**config.mk**
```make
export PLATFORM = sky130hd
export DESIGN_NAME = lpf_fragmenter
export DESIGN_NICKNAME = d
export VERILOG_FILES = /design/src/verilog/lpf_pkg.sv /design/src/verilog/lpf_fragmenter.sv
export SDC_FILE = /design/constraint.sdc
export NUM_CORES = 1
export LEC_CHECK = 0
export CORE_MARGIN = 10
export CORE_UTILIZATION = 56
export CTS_BUF_LIST = sky130_fd_sc_hd__clkbuf_8 sky130_fd_sc_hd__clkbuf_16
export CTS_CLUSTER_SIZE = 16
export DETAILED_ROUTE_END_ITERATION = 10
export DONT_BUFFER_PORTS = 1
export GPL_ROUTABILITY_DRIVEN = 1
export GPL_TIMING_DRIVEN = 0
export PLACE_DENSITY = 0.71
export SETUP_SLACK_MARGIN = 0.3
export SLEW_MARGIN = 20
export SYNTH_ARGS = -nofsm -noshare
export SYNTH_HDL_FRONTEND = slang
export SYNTH_SLANG_ARGS = --single-unit
```
**constraint.sdc**
```tcl
create_clock -name aclk -period 13.5 [get_ports aclk]
set_input_delay 2.025 -clock aclk [delete_from_list [all_inputs] [get_ports aclk]]
set_output_delay 2.025 -clock aclk [all_outputs]
set_load 0.01 [all_outputs]
```
**src/verilog/lpf_pkg.sv**
```systemverilog
// Notes on behaviour
// - Check value and sequence number never appear together in one link packet.
// - Fragmented packets use check value or sequence number, only if allowed; flag shows it.
// - A one-byte label can carry the virtual network id when type zero is one byte.
// - Id goes in the label only if enabled and it differs from the default id.
// - An id wider than the label field is cut to its low bits.
// - Signalling payloads carry no label; traffic carries zero or one label byte.
// - At least three assignment ids; frames on any of them are usable by default.
// - Packets are split to fit frames, or sent whole in one full segment.
// - Fragments go start, continuations, end, in order, all with one fragment tag.
// - Per-tag 8-bit wrapping counter, zeroed at logon, appended in end segment, then incremented.
// - Check value covers protocol type, label and packet, even if type is suppressed.
// - Packets in progress each hold a fragment tag no other packet in progress uses.
// - A full segment may sit anywhere, also between fragments of other packets; here no new packet starts while a fragmented one is active.
// - Segment header: start bit, end bit, 11-bit length, three more bits.
// - Full segment tail bits are label type and suppressed flag; others carry the tag.
// - Segment label bytes follow the first header directly; none are used here.
// - Start segment has second header: crc flag, 12-bit total, label type, suppressed flag.
// - A continuation segment always carries at least one packet byte.
// - Header 0x0000 starts padding, which fills the rest of the frame payload.
// - Avoid splitting the last four check-value bytes across frame payloads.
// - Start bit set in first segment, end bit in last, both clear in continuation.
// - Segment length counts the variable part only, without first header and label.
package lpf_pkg;
	localparam logic [7:0]  LPF_OFF_CTRL    = 8'h00;
	localparam logic [7:0]  LPF_OFF_DEFVN   = 8'h04;
	localparam logic [7:0]  LPF_OFF_ASSIGN  = 8'h08;
	localparam logic [7:0]  LPF_OFF_STATUS  = 8'h0c;
	localparam logic [7:0]  LPF_OFF_PKTCNT  = 8'h10;
	localparam int          LPF_CTRL_ALLOW_CRC = 0;
	localparam int          LPF_CTRL_ALLOW_SEQ = 1;
	localparam int          LPF_CTRL_LBL_ONE   = 2;
	localparam int          LPF_CTRL_VN_EN     = 3;
	localparam int          LPF_CTRL_SUPP      = 4;
	localparam int          LPF_CTRL_LOGON     = 5;
	localparam int          LPF_ASSIGN_VLD     = 24;
	localparam int          LPF_ASSIGN_N       = 3;
	localparam int          LPF_TAGS           = 8;
	localparam logic [31:0] LPF_CTRL_RST    = 32'h0000_0001;
	localparam logic [31:0] LPF_DEFVN_RST   = 32'h0000_0000;
	localparam logic [31:0] LPF_ASSIGN_RST  = 32'h0000_0000;
	localparam logic [31:0] LPF_CRC_POLY    = 32'h04c1_1db7;
	localparam logic [31:0] LPF_CRC_INIT    = 32'hffff_ffff;
	localparam logic [1:0]  LPF_LT_ONE      = 2'h0;
	localparam logic [1:0]  LPF_LT_NONE     = 2'h2;
	localparam logic [1:0]  LPF_LT_SIG      = 2'h3;
	localparam logic [11:0] LPF_PT_BYTES    = 12'h002;
	localparam logic [11:0] LPF_HDR_BYTES   = 12'h002;
	localparam logic [11:0] LPF_START_MIN   = 12'h004;
	localparam logic [11:0] LPF_CRC_BYTES   = 12'h004;
	localparam logic [11:0] LPF_SEQ_BYTES   = 12'h001;
	localparam logic [1:0]  LPF_RESP_OKAY   = 2'h0;
	localparam logic [1:0]  LPF_RESP_SLVERR = 2'h2;

	typedef enum logic [2:0] {
		LPF_ST_IDLE = 3'h0,
		LPF_ST_SEL  = 3'h1,
		LPF_ST_HDR0 = 3'h2,
		LPF_ST_HDR1 = 3'h3,
		LPF_ST_SH0  = 3'h4,
		LPF_ST_SH1  = 3'h5,
		LPF_ST_BODY = 3'h6,
		LPF_ST_PAD  = 3'h7
	} lpf_state_t;

	function automatic logic [31:0] lpf_crc_upd(input logic [31:0] c, input logic [7:0] d);
		logic [31:0] r;
		r = c ^ {d, 24'h000000};
		for (int i = 0; i < 8; i++) begin
			r = r[31] ? ((r << 1) ^ LPF_CRC_POLY) : (r << 1);
		end
		return r;
	endfunction : lpf_crc_upd

	function automatic logic [31:0] lpf_strb(input logic [31:0] o, input logic [31:0] n,
			input logic [3:0] s);
		logic [31:0] r;
		r = o;
		for (int i = 0; i < 4; i++) begin
			if (s[i]) begin
				r[8*i +: 8] = n[8*i +: 8];
			end
		end
		return r;
	endfunction : lpf_strb
endpackage : lpf_pkg

```
**src/verilog/lpf_fragmenter.sv**
```systemverilog
`timescale 1ns/1ps
module lpf_fragmenter #(
	parameter int ADDR_W = 8,
	parameter int VNID_W = 12
) (
	input  wire logic              aclk,
	input  wire logic              aresetn,
	input  wire logic [ADDR_W-1:0] s_axi_awaddr,
	input  wire logic              s_axi_awvalid,
	output logic                   s_axi_awready,
	input  wire logic [31:0]       s_axi_wdata,
	input  wire logic [3:0]        s_axi_wstrb,
	input  wire logic              s_axi_wvalid,
	output logic                   s_axi_wready,
	output logic [1:0]             s_axi_bresp,
	output logic                   s_axi_bvalid,
	input  wire logic              s_axi_bready,
	input  wire logic [ADDR_W-1:0] s_axi_araddr,
	input  wire logic              s_axi_arvalid,
	output logic                   s_axi_arready,
	output logic [31:0]            s_axi_rdata,
	output logic [1:0]             s_axi_rresp,
	output logic                   s_axi_rvalid,
	input  wire logic              s_axi_rready,
	input  wire logic              pkt_valid,
	output logic                   pkt_ready,
	input  wire logic [11:0]       pkt_len,
	input  wire logic [15:0]       pkt_ptype,
	input  wire logic [VNID_W-1:0] pkt_vnid,
	input  wire logic              pkt_signalling,
	input  wire logic              sdu_valid,
	output logic                   sdu_ready,
	input  wire logic [7:0]        sdu_data,
	input  wire logic              frm_valid,
	output logic                   frm_ready,
	input  wire logic [10:0]       frm_bytes,
	input  wire logic [7:0]        frm_assign_id,
	output logic                   out_valid,
	input  wire logic              out_ready,
	output logic [7:0]             out_data,
	output logic                   out_last
);
	logic [31:0]        ctrl_ff, nxt_ctrl, defvn_ff, nxt_defvn, assign_ff, nxt_assign;
	logic               bvalid_ff, nxt_bvalid, rvalid_ff, nxt_rvalid;
	logic [1:0]         bresp_ff, nxt_bresp, rresp_ff, nxt_rresp;
	logic [31:0]        rdata_ff, nxt_rdata;
	logic               wr_go, rd_go, logon;
	lpf_pkg::lpf_state_t st_ff, nxt_st;
	logic [10:0]        rem_ff, nxt_rem, seglen_ff, nxt_seglen, cnt_ff, nxt_cnt;
	logic               usable_ff, nxt_usable, act_ff, nxt_act, usecrc_ff, nxt_usecrc;
	logic               lab_ff, nxt_lab, supp_ff, nxt_supp, sig_ff, nxt_sig;
	logic               seg_s_ff, nxt_seg_s, seg_e_ff, nxt_seg_e;
	logic [2:0]         tag_ff, nxt_tag;
	logic [11:0]        plen_ff, nxt_plen, pos_ff, nxt_pos, sdulen_ff, nxt_sdulen;
	logic [15:0]        ptype_ff, nxt_ptype, pktcnt_ff, nxt_pktcnt;
	logic [7:0]         lbl_ff, nxt_lbl, busy_ff, nxt_busy;
	logic [31:0]        crc_ff, nxt_crc;
	logic [7:0]         seq_ff [lpf_pkg::LPF_TAGS];
	logic [7:0]         nxt_seq [lpf_pkg::LPF_TAGS];
	logic               out_valid_ff, nxt_out_valid, out_last_ff, nxt_out_last;
	logic [7:0]         out_data_ff, nxt_out_data;
	logic               adv, emit, seg_fin, id_hit, any_vld, has_free, n_lab, byte_ok;
	logic [2:0]         free_tag;
	logic [11:0]        hb, lb, sb, left, rem12, d, n_hb, n_base, n_total, trl;
	logic [7:0]         ebyte;
	logic [1:0]         ltype;

	// AXI4-Lite slave: write address and data are taken together
	assign wr_go         = s_axi_awvalid && s_axi_wvalid && !bvalid_ff;
	assign rd_go         = s_axi_arvalid && !rvalid_ff;
	assign s_axi_awready = wr_go;
	assign s_axi_wready  = wr_go;
	assign s_axi_arready = !rvalid_ff;
	assign s_axi_bvalid  = bvalid_ff;
	assign s_axi_bresp   = bresp_ff;
	assign s_axi_rvalid  = rvalid_ff;
	assign s_axi_rresp   = rresp_ff;
	assign s_axi_rdata   = rdata_ff;
	// Logon is a write-one strobe, never stored
	assign logon = wr_go && s_axi_awaddr == ADDR_W'(lpf_pkg::LPF_OFF_CTRL) && s_axi_wstrb[0]
		&& s_axi_wdata[lpf_pkg::LPF_CTRL_LOGON];

	always_comb begin
		nxt_ctrl   = ctrl_ff;
		nxt_defvn  = defvn_ff;
		nxt_assign = assign_ff;
		nxt_bvalid = bvalid_ff && !s_axi_bready;
		nxt_bresp  = bresp_ff;
		nxt_rvalid = rvalid_ff && !s_axi_rready;
		nxt_rresp  = rresp_ff;
		nxt_rdata  = rdata_ff;
		if (wr_go) begin
			nxt_bvalid = 1'b1;
			nxt_bresp  = lpf_pkg::LPF_RESP_OKAY;
			case (s_axi_awaddr)
				ADDR_W'(lpf_pkg::LPF_OFF_CTRL): begin
					nxt_ctrl = lpf_pkg::lpf_strb(ctrl_ff, s_axi_wdata & 32'h0000_001f, s_axi_wstrb);
				end
				ADDR_W'(lpf_pkg::LPF_OFF_DEFVN): begin
					nxt_defvn = lpf_pkg::lpf_strb(defvn_ff, s_axi_wdata, s_axi_wstrb);
				end
				ADDR_W'(lpf_pkg::LPF_OFF_ASSIGN): begin
					nxt_assign = lpf_pkg::lpf_strb(assign_ff, s_axi_wdata & 32'h07ff_ffff,
						s_axi_wstrb);
				end
				ADDR_W'(lpf_pkg::LPF_OFF_STATUS), ADDR_W'(lpf_pkg::LPF_OFF_PKTCNT): begin
					nxt_bresp = lpf_pkg::LPF_RESP_OKAY;
				end
				default: begin
					nxt_bresp = lpf_pkg::LPF_RESP_SLVERR;
				end
			endcase
		end
		if (rd_go) begin
			nxt_rvalid = 1'b1;
			nxt_rresp  = lpf_pkg::LPF_RESP_OKAY;
			case (s_axi_araddr)
				ADDR_W'(lpf_pkg::LPF_OFF_CTRL):   nxt_rdata = ctrl_ff;
				ADDR_W'(lpf_pkg::LPF_OFF_DEFVN):  nxt_rdata = defvn_ff;
				ADDR_W'(lpf_pkg::LPF_OFF_ASSIGN): nxt_rdata = assign_ff;
				ADDR_W'(lpf_pkg::LPF_OFF_STATUS): begin
					nxt_rdata = {16'h0000, st_ff, usecrc_ff, act_ff, tag_ff, busy_ff};
				end
				ADDR_W'(lpf_pkg::LPF_OFF_PKTCNT): nxt_rdata = {16'h0000, pktcnt_ff};
				default: begin
					nxt_rdata = 32'h0000_0000;
					nxt_rresp = lpf_pkg::LPF_RESP_SLVERR;
				end
			endcase
		end
	end

	always_ff @(posedge aclk) begin
		if (!aresetn) begin
			ctrl_ff   <= lpf_pkg::LPF_CTRL_RST;
			defvn_ff  <= lpf_pkg::LPF_DEFVN_RST;
			assign_ff <= lpf_pkg::LPF_ASSIGN_RST;
			bvalid_ff <= 1'b0;
			bresp_ff  <= lpf_pkg::LPF_RESP_OKAY;
			rvalid_ff <= 1'b0;
			rresp_ff  <= lpf_pkg::LPF_RESP_OKAY;
			rdata_ff  <= 32'h0000_0000;
		end else begin
			ctrl_ff   <= nxt_ctrl;
			defvn_ff  <= nxt_defvn;
			assign_ff <= nxt_assign;
			bvalid_ff <= nxt_bvalid;
			bresp_ff  <= nxt_bresp;
			rvalid_ff <= nxt_rvalid;
			rresp_ff  <= nxt_rresp;
			rdata_ff  <= nxt_rdata;
		end
	end

	// Frame usability and tag allocation
	always_comb begin
		id_hit   = 1'b0;
		any_vld  = 1'b0;
		has_free = 1'b0;
		free_tag = 3'h0;
		for (int i = 0; i < lpf_pkg::LPF_ASSIGN_N; i++) begin
			if (assign_ff[lpf_pkg::LPF_ASSIGN_VLD + i]) begin
				any_vld = 1'b1;
				if (assign_ff[8*i +: 8] == frm_assign_id) begin
					id_hit = 1'b1;
				end
			end
		end
		for (int i = lpf_pkg::LPF_TAGS - 1; i >= 0; i--) begin
			if (!busy_ff[i]) begin
				has_free = 1'b1;
				free_tag = 3'(i);
			end
		end
	end

	assign out_valid = out_valid_ff;
	assign out_data  = out_data_ff;
	assign out_last  = out_last_ff;
	assign adv       = !out_valid_ff || out_ready;
	assign hb        = supp_ff ? 12'h000 : lpf_pkg::LPF_PT_BYTES;
	assign lb        = hb + {11'h000, lab_ff};
	assign sb        = lb + sdulen_ff;
	assign left      = plen_ff - pos_ff;
	assign rem12     = {1'b0, rem_ff};
	assign n_hb      = ctrl_ff[lpf_pkg::LPF_CTRL_SUPP] ? 12'h000 : lpf_pkg::LPF_PT_BYTES;
	assign n_lab     = !pkt_signalling && ctrl_ff[lpf_pkg::LPF_CTRL_LBL_ONE]
		&& ctrl_ff[lpf_pkg::LPF_CTRL_VN_EN] && pkt_vnid != defvn_ff[VNID_W-1:0];
	assign n_base    = n_hb + {11'h000, n_lab} + pkt_len;
	// Check value preferred over sequence number when both are allowed
	assign trl       = ctrl_ff[lpf_pkg::LPF_CTRL_ALLOW_CRC] ? lpf_pkg::LPF_CRC_BYTES
		: lpf_pkg::LPF_SEQ_BYTES;
	assign n_total   = n_base + trl;
	assign ltype     = lab_ff ? lpf_pkg::LPF_LT_ONE : (sig_ff ? lpf_pkg::LPF_LT_SIG
		: lpf_pkg::LPF_LT_NONE);
	assign seg_fin   = st_ff == lpf_pkg::LPF_ST_BODY && emit && cnt_ff == 11'h001;

	always_comb begin
		nxt_st = st_ff;        nxt_rem = rem_ff;       nxt_usable = usable_ff;
		nxt_act = act_ff;      nxt_usecrc = usecrc_ff; nxt_lab = lab_ff;
		nxt_supp = supp_ff;    nxt_sig = sig_ff;       nxt_seg_s = seg_s_ff;
		nxt_seg_e = seg_e_ff;  nxt_tag = tag_ff;       nxt_plen = plen_ff;
		nxt_pos = pos_ff;      nxt_sdulen = sdulen_ff; nxt_ptype = ptype_ff;
		nxt_pktcnt = pktcnt_ff; nxt_lbl = lbl_ff;      nxt_busy = busy_ff;
		nxt_crc = crc_ff;      nxt_seglen = seglen_ff; nxt_cnt = cnt_ff;
		nxt_seq = seq_ff;
		nxt_out_valid = adv ? 1'b0 : out_valid_ff;
		nxt_out_data  = out_data_ff;
		nxt_out_last  = out_last_ff;
		pkt_ready = 1'b0;
		sdu_ready = 1'b0;
		frm_ready = 1'b0;
		emit      = 1'b0;
		byte_ok   = 1'b1;
		ebyte     = 8'h00;
		d         = 12'h000;
		case (st_ff)
			lpf_pkg::LPF_ST_IDLE: begin
				frm_ready = 1'b1;
				if (frm_valid && frm_bytes != 11'h000) begin
					nxt_rem    = frm_bytes;
					nxt_usable = id_hit || !any_vld;
					nxt_st     = lpf_pkg::LPF_ST_SEL;
				end
			end
			lpf_pkg::LPF_ST_SEL: begin
				nxt_st = lpf_pkg::LPF_ST_PAD;
				if (!usable_ff) begin
					nxt_st = lpf_pkg::LPF_ST_PAD;
				end else if (act_ff) begin
					if (rem12 > lpf_pkg::LPF_HDR_BYTES) begin
						if (left <= rem12 - lpf_pkg::LPF_HDR_BYTES) begin
							d = left;
							nxt_seg_e = 1'b1;
						end else begin
							d = rem12 - lpf_pkg::LPF_HDR_BYTES;
							if (usecrc_ff && left - d < lpf_pkg::LPF_CRC_BYTES) begin
								d = left - lpf_pkg::LPF_CRC_BYTES;
							end
							nxt_seg_e = 1'b0;
						end
						nxt_seg_s  = 1'b0;
						nxt_seglen = d[10:0];
						nxt_cnt    = d[10:0];
						if (d != 12'h000) begin
							nxt_st = lpf_pkg::LPF_ST_HDR0;
						end
					end
				end else if (pkt_valid) begin
					nxt_ptype  = pkt_ptype;
					nxt_sdulen = pkt_len;
					nxt_lab    = n_lab;
					nxt_lbl    = pkt_vnid[7:0];
					nxt_supp   = ctrl_ff[lpf_pkg::LPF_CTRL_SUPP];
					nxt_sig    = pkt_signalling;
					nxt_pos    = 12'h000;
					// Type bytes always enter the check value, even when not sent
					nxt_crc = lpf_pkg::lpf_crc_upd(lpf_pkg::lpf_crc_upd(lpf_pkg::LPF_CRC_INIT,
						pkt_ptype[15:8]), pkt_ptype[7:0]);
					nxt_seg_s = 1'b1;
					if (n_base + lpf_pkg::LPF_HDR_BYTES <= rem12) begin
						pkt_ready  = 1'b1;
						nxt_seg_e  = 1'b1;
						nxt_usecrc = 1'b0;
						nxt_plen   = n_base;
						nxt_seglen = n_base[10:0];
						nxt_cnt    = n_base[10:0];
						nxt_st     = lpf_pkg::LPF_ST_HDR0;
					end else if (rem12 >= lpf_pkg::LPF_START_MIN && has_free
							&& (ctrl_ff[lpf_pkg::LPF_CTRL_ALLOW_CRC]
							|| ctrl_ff[lpf_pkg::LPF_CTRL_ALLOW_SEQ])) begin
						pkt_ready  = 1'b1;
						nxt_seg_e  = 1'b0;
						nxt_usecrc = ctrl_ff[lpf_pkg::LPF_CTRL_ALLOW_CRC];
						nxt_plen   = n_total;
						d = rem12 - lpf_pkg::LPF_START_MIN;
						if (ctrl_ff[lpf_pkg::LPF_CTRL_ALLOW_CRC]
								&& n_total - d < lpf_pkg::LPF_CRC_BYTES) begin
							d = n_total - lpf_pkg::LPF_CRC_BYTES;
						end
						nxt_seglen = 11'(d + lpf_pkg::LPF_HDR_BYTES);
						nxt_cnt    = d[10:0];
						nxt_tag    = free_tag;
						nxt_busy[free_tag] = 1'b1;
						nxt_act    = 1'b1;
						nxt_st     = lpf_pkg::LPF_ST_HDR0;
					end
				end
			end
			lpf_pkg::LPF_ST_HDR0: begin
				emit  = adv;
				ebyte = {seg_s_ff, seg_e_ff, seglen_ff[10:5]};
				if (adv) begin
					nxt_st = lpf_pkg::LPF_ST_HDR1;
				end
			end
			lpf_pkg::LPF_ST_HDR1: begin
				emit  = adv;
				// No segment label bytes, so the next byte follows the header directly
				ebyte = {seglen_ff[4:0], (seg_s_ff && seg_e_ff) ? {ltype, supp_ff} : tag_ff};
				if (adv) begin
					nxt_st = (seg_s_ff && !seg_e_ff) ? lpf_pkg::LPF_ST_SH0 : lpf_pkg::LPF_ST_BODY;
				end
			end
			lpf_pkg::LPF_ST_SH0: begin
				emit  = adv;
				ebyte = {usecrc_ff, plen_ff[11:5]};
				if (adv) begin
					nxt_st = lpf_pkg::LPF_ST_SH1;
				end
			end
			lpf_pkg::LPF_ST_SH1: begin
				emit  = adv;
				ebyte = {plen_ff[4:0], ltype, supp_ff};
				if (adv) begin
					nxt_st = (cnt_ff != 11'h000) ? lpf_pkg::LPF_ST_BODY
						: ((rem_ff == 11'h001) ? lpf_pkg::LPF_ST_IDLE : lpf_pkg::LPF_ST_SEL);
				end
			end
			lpf_pkg::LPF_ST_BODY: begin
				if (pos_ff < hb) begin
					ebyte = (pos_ff == 12'h000) ? ptype_ff[15:8] : ptype_ff[7:0];
				end else if (pos_ff < lb) begin
					ebyte = lbl_ff;
				end else if (pos_ff < sb) begin
					ebyte     = sdu_data;
					byte_ok   = sdu_valid;
					sdu_ready = adv;
				end else if (usecrc_ff) begin
					ebyte = crc_ff[8*(3 - 32'(pos_ff - sb)) +: 8];
				end else begin
					ebyte = seq_ff[tag_ff];
				end
				emit = adv && byte_ok;
				if (emit) begin
					nxt_pos = pos_ff + 12'h001;
					nxt_cnt = cnt_ff - 11'h001;
					if (pos_ff >= hb && pos_ff < sb) begin
						nxt_crc = lpf_pkg::lpf_crc_upd(crc_ff, ebyte);
					end
					if (cnt_ff == 11'h001) begin
						nxt_st = (rem_ff == 11'h001) ? lpf_pkg::LPF_ST_IDLE : lpf_pkg::LPF_ST_SEL;
						if (seg_e_ff) begin
							nxt_pktcnt = pktcnt_ff + 16'h0001;
							nxt_act    = 1'b0;
							if (act_ff) begin
								nxt_busy[tag_ff] = 1'b0;
								if (!usecrc_ff) begin
									nxt_seq[tag_ff] = seq_ff[tag_ff] + 8'h01;
								end
							end
						end
					end
				end
			end
			lpf_pkg::LPF_ST_PAD: begin
				emit  = adv;
				ebyte = 8'h00;
				if (adv && rem_ff == 11'h001) begin
					nxt_st = lpf_pkg::LPF_ST_IDLE;
				end
			end
			default: begin
				nxt_st = lpf_pkg::LPF_ST_IDLE;
			end
		endcase
		if (emit) begin
			nxt_out_valid = 1'b1;
			nxt_out_data  = ebyte;
			nxt_out_last  = rem_ff == 11'h001;
			nxt_rem       = rem_ff - 11'h001;
		end
		if (logon) begin
			for (int i = 0; i < lpf_pkg::LPF_TAGS; i++) begin
				nxt_seq[i] = 8'h00;
			end
		end
	end

	always_ff @(posedge aclk) begin
		if (!aresetn) begin
			st_ff <= lpf_pkg::LPF_ST_IDLE; rem_ff <= 11'h000;  usable_ff <= 1'b0;
			act_ff <= 1'b0;    usecrc_ff <= 1'b0; lab_ff <= 1'b0;   supp_ff <= 1'b0;
			sig_ff <= 1'b0;    seg_s_ff <= 1'b0;  seg_e_ff <= 1'b0; tag_ff <= 3'h0;
			plen_ff <= 12'h000; pos_ff <= 12'h000; sdulen_ff <= 12'h000;
			ptype_ff <= 16'h0000; pktcnt_ff <= 16'h0000; lbl_ff <= 8'h00; busy_ff <= 8'h00;
			crc_ff <= lpf_pkg::LPF_CRC_INIT; seglen_ff <= 11'h000; cnt_ff <= 11'h000;
			out_valid_ff <= 1'b0; out_data_ff <= 8'h00; out_last_ff <= 1'b0;
			for (int i = 0; i < lpf_pkg::LPF_TAGS; i++) begin
				seq_ff[i] <= 8'h00;
			end
		end else begin
			st_ff <= nxt_st;   rem_ff <= nxt_rem;       usable_ff <= nxt_usable;
			act_ff <= nxt_act; usecrc_ff <= nxt_usecrc; lab_ff <= nxt_lab;
			supp_ff <= nxt_supp; sig_ff <= nxt_sig;     seg_s_ff <= nxt_seg_s;
			seg_e_ff <= nxt_seg_e; tag_ff <= nxt_tag;   plen_ff <= nxt_plen;
			pos_ff <= nxt_pos; sdulen_ff <= nxt_sdulen; ptype_ff <= nxt_ptype;
			pktcnt_ff <= nxt_pktcnt; lbl_ff <= nxt_lbl; busy_ff <= nxt_busy;
			crc_ff <= nxt_crc; seglen_ff <= nxt_seglen; cnt_ff <= nxt_cnt;
			out_valid_ff <= nxt_out_valid; out_data_ff <= nxt_out_data;
			out_last_ff <= nxt_out_last;
			seq_ff <= nxt_seq;
		end
	end

	property p_trailer_excl;
		@(posedge aclk) disable iff (!aresetn)
		act_ff |-> (plen_ff - sb) == (usecrc_ff ? 12'h004 : 12'h001);
	endproperty
	a_trailer_excl: assert property (p_trailer_excl) else $error("trailer size wrong");
	property p_method_allowed;
		@(posedge aclk) disable iff (!aresetn)
		$rose(act_ff) |-> ($past(ctrl_ff[0]) && usecrc_ff) || ($past(ctrl_ff[1]) && !usecrc_ff);
	endproperty
	a_method_allowed: assert property (p_method_allowed) else $error("method not allowed");
	property p_seq_incr;
		@(posedge aclk) disable iff (!aresetn)
		(seg_fin && seg_e_ff && act_ff && !usecrc_ff && !logon)
		|=> seq_ff[$past(tag_ff)] == $past(seq_ff[tag_ff]) + 8'h01;
	endproperty
	a_seq_incr: assert property (p_seq_incr) else $error("sequence not incremented");
	property p_hdr_bits;
		@(posedge aclk) disable iff (!aresetn)
		(st_ff == lpf_pkg::LPF_ST_HDR0 && adv)
		|=> out_valid_ff && out_data_ff[7:6] == $past({seg_s_ff, seg_e_ff});
	endproperty
	a_hdr_bits: assert property (p_hdr_bits) else $error("header flag bits wrong");
	property p_cont_nonempty;
		@(posedge aclk) disable iff (!aresetn)
		(st_ff == lpf_pkg::LPF_ST_HDR0 && !seg_s_ff) |-> seglen_ff != 11'h000;
	endproperty
	a_cont_nonempty: assert property (p_cont_nonempty) else $error("empty segment");
	property p_pad_zero;
		@(posedge aclk) disable iff (!aresetn)
		(st_ff == lpf_pkg::LPF_ST_PAD && adv) |=> out_valid_ff && out_data_ff == 8'h00;
	endproperty
	a_pad_zero: assert property (p_pad_zero) else $error("padding not zero");
	property p_start_len;
		@(posedge aclk) disable iff (!aresetn)
		(st_ff == lpf_pkg::LPF_ST_SH0) |-> seglen_ff == cnt_ff + 11'h002;
	endproperty
	a_start_len: assert property (p_start_len) else $error("start length wrong");
	property p_tag_free;
		@(posedge aclk) disable iff (!aresetn)
		$rose(act_ff) |-> ($past(busy_ff) & (8'h01 << tag_ff)) == 8'h00 && busy_ff[tag_ff];
	endproperty
	a_tag_free: assert property (p_tag_free) else $error("tag already in use");
endmodule : lpf_fragmenter

```
==> qor.csv <==
stage,metric,value,unit
synthesis,ys.flop_type,sky130_fd_sc_hd__dfxtp_1,
sta,tightest_slew,1.167,ns
placement,place_congestion,0.9796,
sta,report.final.hold_viol_count,0,
power,cellLeakagePower,9.468,nW
floorplan,pin_count,185,
setup_path,critPathMostFrequentCell,sky130_fd_sc_hd__nor3_1,
layout,multi_input_area,14700,um^2
power,power_density,183.9,nW/um^2
placement,post-dp-hpwl,65.96,mm
drt,remaining_drc_errors,0,
grt,wire_length_of_the_first_global_routing_pass,127.2,mm
placement,buffer_ports.inserted,0,
layout,drive_above_1_share,0.04292,
grt,grt.met3_usage,0.09022,
sta,post-route-period-util,0.8404,
grt,globalRoute.totalOverflow,0,
sta,min_period,11.34,ns
grt,via_count_of_the_first_global_routing_pass,20870,
sta,fin_worst_hold_slack,0.4546,ns
floorplan,std_cell_rows,73,
sta,worst_clock_skew,0.02185,ns
drt,postRouteAntennaNets,0,
layout,sequential_cell_area,6746,um^2
sta,timing.final.setup_violations,0,
layout,fillerInstances,3615,
power,sequentialPowerShare,0.251,
clock_tree,cts-root-to-sink-buffers,3,
setup_path,timing_worst_setup_path_type,in -> out,
setup_path,worst_setup_path_end_kind,primary output,
clock_tree,cts_buffers,38,
sta,max_freq,0.08815,GHz
layout,mostFrequentLayoutCell,sky130_fd_sc_hd__nor2_1,
setup_path,worst-endpoint-arrival,9.32,ns
power,total_switching_power,1.991,mW
drt,viasPerCell,6.495,
placement,placed_cells,3324,
power,internal-power,2.497,mW
grt,grtUsageMet2,0.5362,
clock_tree,post_cts_resize_count,0,
power,swShare,0.4437,
floorplan,initial_cell_density_of_the_core,0.5643,
layout,layout_common_cells,"394 x sky130_fd_sc_hd__nor2_1, 337 x sky130_fd_sc_hd__dfxtp_1, 255 x sky130_fd_sc_hd__nand2_1, 211 x sky130_fd_sc_hd__xnor2_1, 204 x sky130_fd_sc_hd__a21oi_1",
job,max_cap_violations,0,
setup_path,start_kind,input port,
sta,maxSlewViolCount,0,
clock_tree,clkLatencyLatePin,0.58,ns
sta,accumulated_negative_setup_slack,0,ns
clock_tree,cts_setup_buffers,0,
drt,drtIter0Drc,3004,
setup_path,cpPeakStageDelay,0.68,ns
floorplan,die_height,219.9,um
layout,flow.area_growth_from_synthesis,9.096,%
sta,grt_setup_unrepaired,no,
synthesis,synth.avg_cell_area,7.997,um^2
grt,gr-max-usage-layer,met2,
power,power_frac_comb,0.496,
clock_tree,cts.sink_count,337,
drt,drt-wirelength-per-cell,25.11,um
floorplan,placeableCoreArea,39640,um^2
synthesis,synth.distinct_cells,84,
synthesis,synth_warnings,0,
synthesis,synth_edf_count,0,
grt,gr-usage-met1,0.4393,
clock_tree,tritoncts,done,
synthesis,synth_sequential_area_ratio,0.3016,
grt,grtUsageTotal,0.3406,
placement,place_ws,1.991,ns
drt,drt_pass1_iterations,6,
power,vdd_ir_drop_max,120.6,uV
drt,dr_total_vias,22030,
layout,post_layout_nonfiller_instances,3392,
synthesis,share_of_async_settable_or_async_resettable_flops_after_synthesis,0,
synthesis,ys_ff_latch,337,
setup_path,critical_path.n_buffers_inverters,4,
outcome,run_status,finished clean,
layout,final_nets,3053,
clock_tree,ctsRootBufferMaster,sky130_fd_sc_hd__clkbuf_16,
setup_path,crit_fanout,10,
floorplan,fp.dieW,219.9,um
sta,finalWorstSetupSlack,2.155,ns
synthesis,syn_area,22370,um^2
grt,antenna_found_initial,3,
min_path,hold_path_class,reg -> reg,
drt,finalWirelength,85.17,mm
floorplan,floorplan_die_area,48340,um^2
grt,pin_count_of_the_biggest_net_entering_global_routing,14,
clock_tree,cts.clk_slew.worst_paths,0.05,ns
clock_tree,clock_tree.htree_level_count,2,
setup_path,worst_path_max_delay_cell,sky130_fd_sc_hd__xnor2_1,
setup_path,critPathRequiredTime,11.48,ns
power,p_clk_frac,0.253,
sta,slew_headroom,0.2160,
synthesis,syn_inst,2797,
clock_tree,cts_hold_buffers,0,
setup_path,worst-r2r-setup-slack,5.39,ns
setup_path,timing.critical_path.max_delay_family,simple AND/OR/NAND/NOR gates,
flip-flops by register name (all words and copies together), names as in the netlist, 16 cells and up:
register	cells
defvn_ff	32
crc_ff	32
seq_ff	64
pktcnt_ff	16
ptype_ff	16
s_axi_rdata	32
assign_ff	27
path summary, 6_finish.rpt:
kind	from	end	cells past startpoint
max	pkt_vnid[11]	pkt_ready	25
min	ptype_ff[2]	ptype_ff[2]	2
max reg2reg	defvn_ff[4]	plen_ff[3]	27
min reg2reg	ptype_ff[2]	ptype_ff[2]	2
worst min-delay path: cells and delay by family (launching register included):
family,cells,cell delay [ns]
flip-flops,1,0.30
AO/OA/AOI/OAI,1,0.05
AND/OR/NAND/NOR,1,0.05
power by group through the flow:
stage	registers, mW	clock network (mW)	logic (mW)
floorplan	1.11	0	1.55
global placement	1.14	0	2.10
detailed placement	1.14	0	2.13
CTS	1.12	1.14	2.14
global route	1.13	1.18	2.37
finish	1.13	1.14	2.23
synth_stat cells, drive strengths merged, types with 8 or more instances:
| master | instances | area, um^2 |
|---|---|---|
| mux4 | 18 | 405.4 |
| a211oi | 43 | 327.8 |
| nand2 | 255 | 957.2 |
| nand3 | 91 | 460.4 |
| xor2 | 114 | 998.5 |
| a21o | 24 | 180.2 |
| or3 | 23 | 148.9 |
| mux2 | 13 | 146.4 |
| o21ai | 119 | 595.6 |
| a22oi | 32 | 240.2 |
| buf | 19 | 100.1 |
| o21a | 17 | 127.6 |
| nor2b | 22 | 137.6 |
| nand4 | 30 | 187.7 |
| nor3 | 57 | 290.3 |
| a31oi | 20 | 125.1 |
| clkbuf | 142 | 533.0 |
| xnor2 | 211 | 1848 |
| nand2b | 16 | 100.1 |
| and2 | 14 | 87.59 |
| inv | 83 | 311.6 |
| o31ai | 8 | 60.06 |
| o211ai | 22 | 165.2 |
| nand3b | 9 | 67.56 |
| dfxtp | 337 | 6746 |
| nor3b | 9 | 67.56 |
| ha | 79 | 988.5 |
| nor2 | 395 | 1483 |
| nor4 | 23 | 143.9 |
| a21oi | 205 | 1030 |
| mux2i | 166 | 1662 |
| a221oi | 25 | 219.0 |
| o311ai | 12 | 105.1 |
| and3 | 16 | 100.1 |
stage by stage:
step           power (mW)    util  area, um^2
3_3_place_gp        3.245  0.5809       23030
4_1_cts             4.401  0.6153       24390
2_1_floorplan       2.661       -       22370
3_5_place_dp        3.272  0.5812       23040
5_1_grt             4.682  0.6155       24400
6_report            4.488  0.6156       24400
area by class of cell:
type	instances	share of cell area
clock inverters	25	0.01415
inverters	83	0.01277
repair buffers	1	0.0002051
plain buffers	161	0.02594
multi-input cells	2217	0.6022
diodes	1	0.0001025
well taps	525	0.02692
clock buffers	42	0.04122
flip-flops and latches	337	0.2765
routing by layer:
metal / wire (um) / share of wire
met4: 3195 / 0.038
met5: 34 / 0.00040
met2: 38030 / 0.45
met3: 9410 / 0.11
met1: 34500 / 0.41
logic make-up after synthesis:
| group | count (synthesis) | synth area share |
|---|---|---|
| other | 1 | 0.0001677 |
| adders and majority gates | 84 | 0.04827 |
| muxes | 197 | 0.09895 |
| and+or+nand+nor | 991 | 0.2008 |
| DFF | 337 | 0.3016 |
| buffers and inverters | 244 | 0.04223 |
| AOI/OAI and AO/OA | 616 | 0.1787 |
| xor gates and xnor gates | 327 | 0.1293 |
No activity file was read; power rests on OpenSTA's default activity.
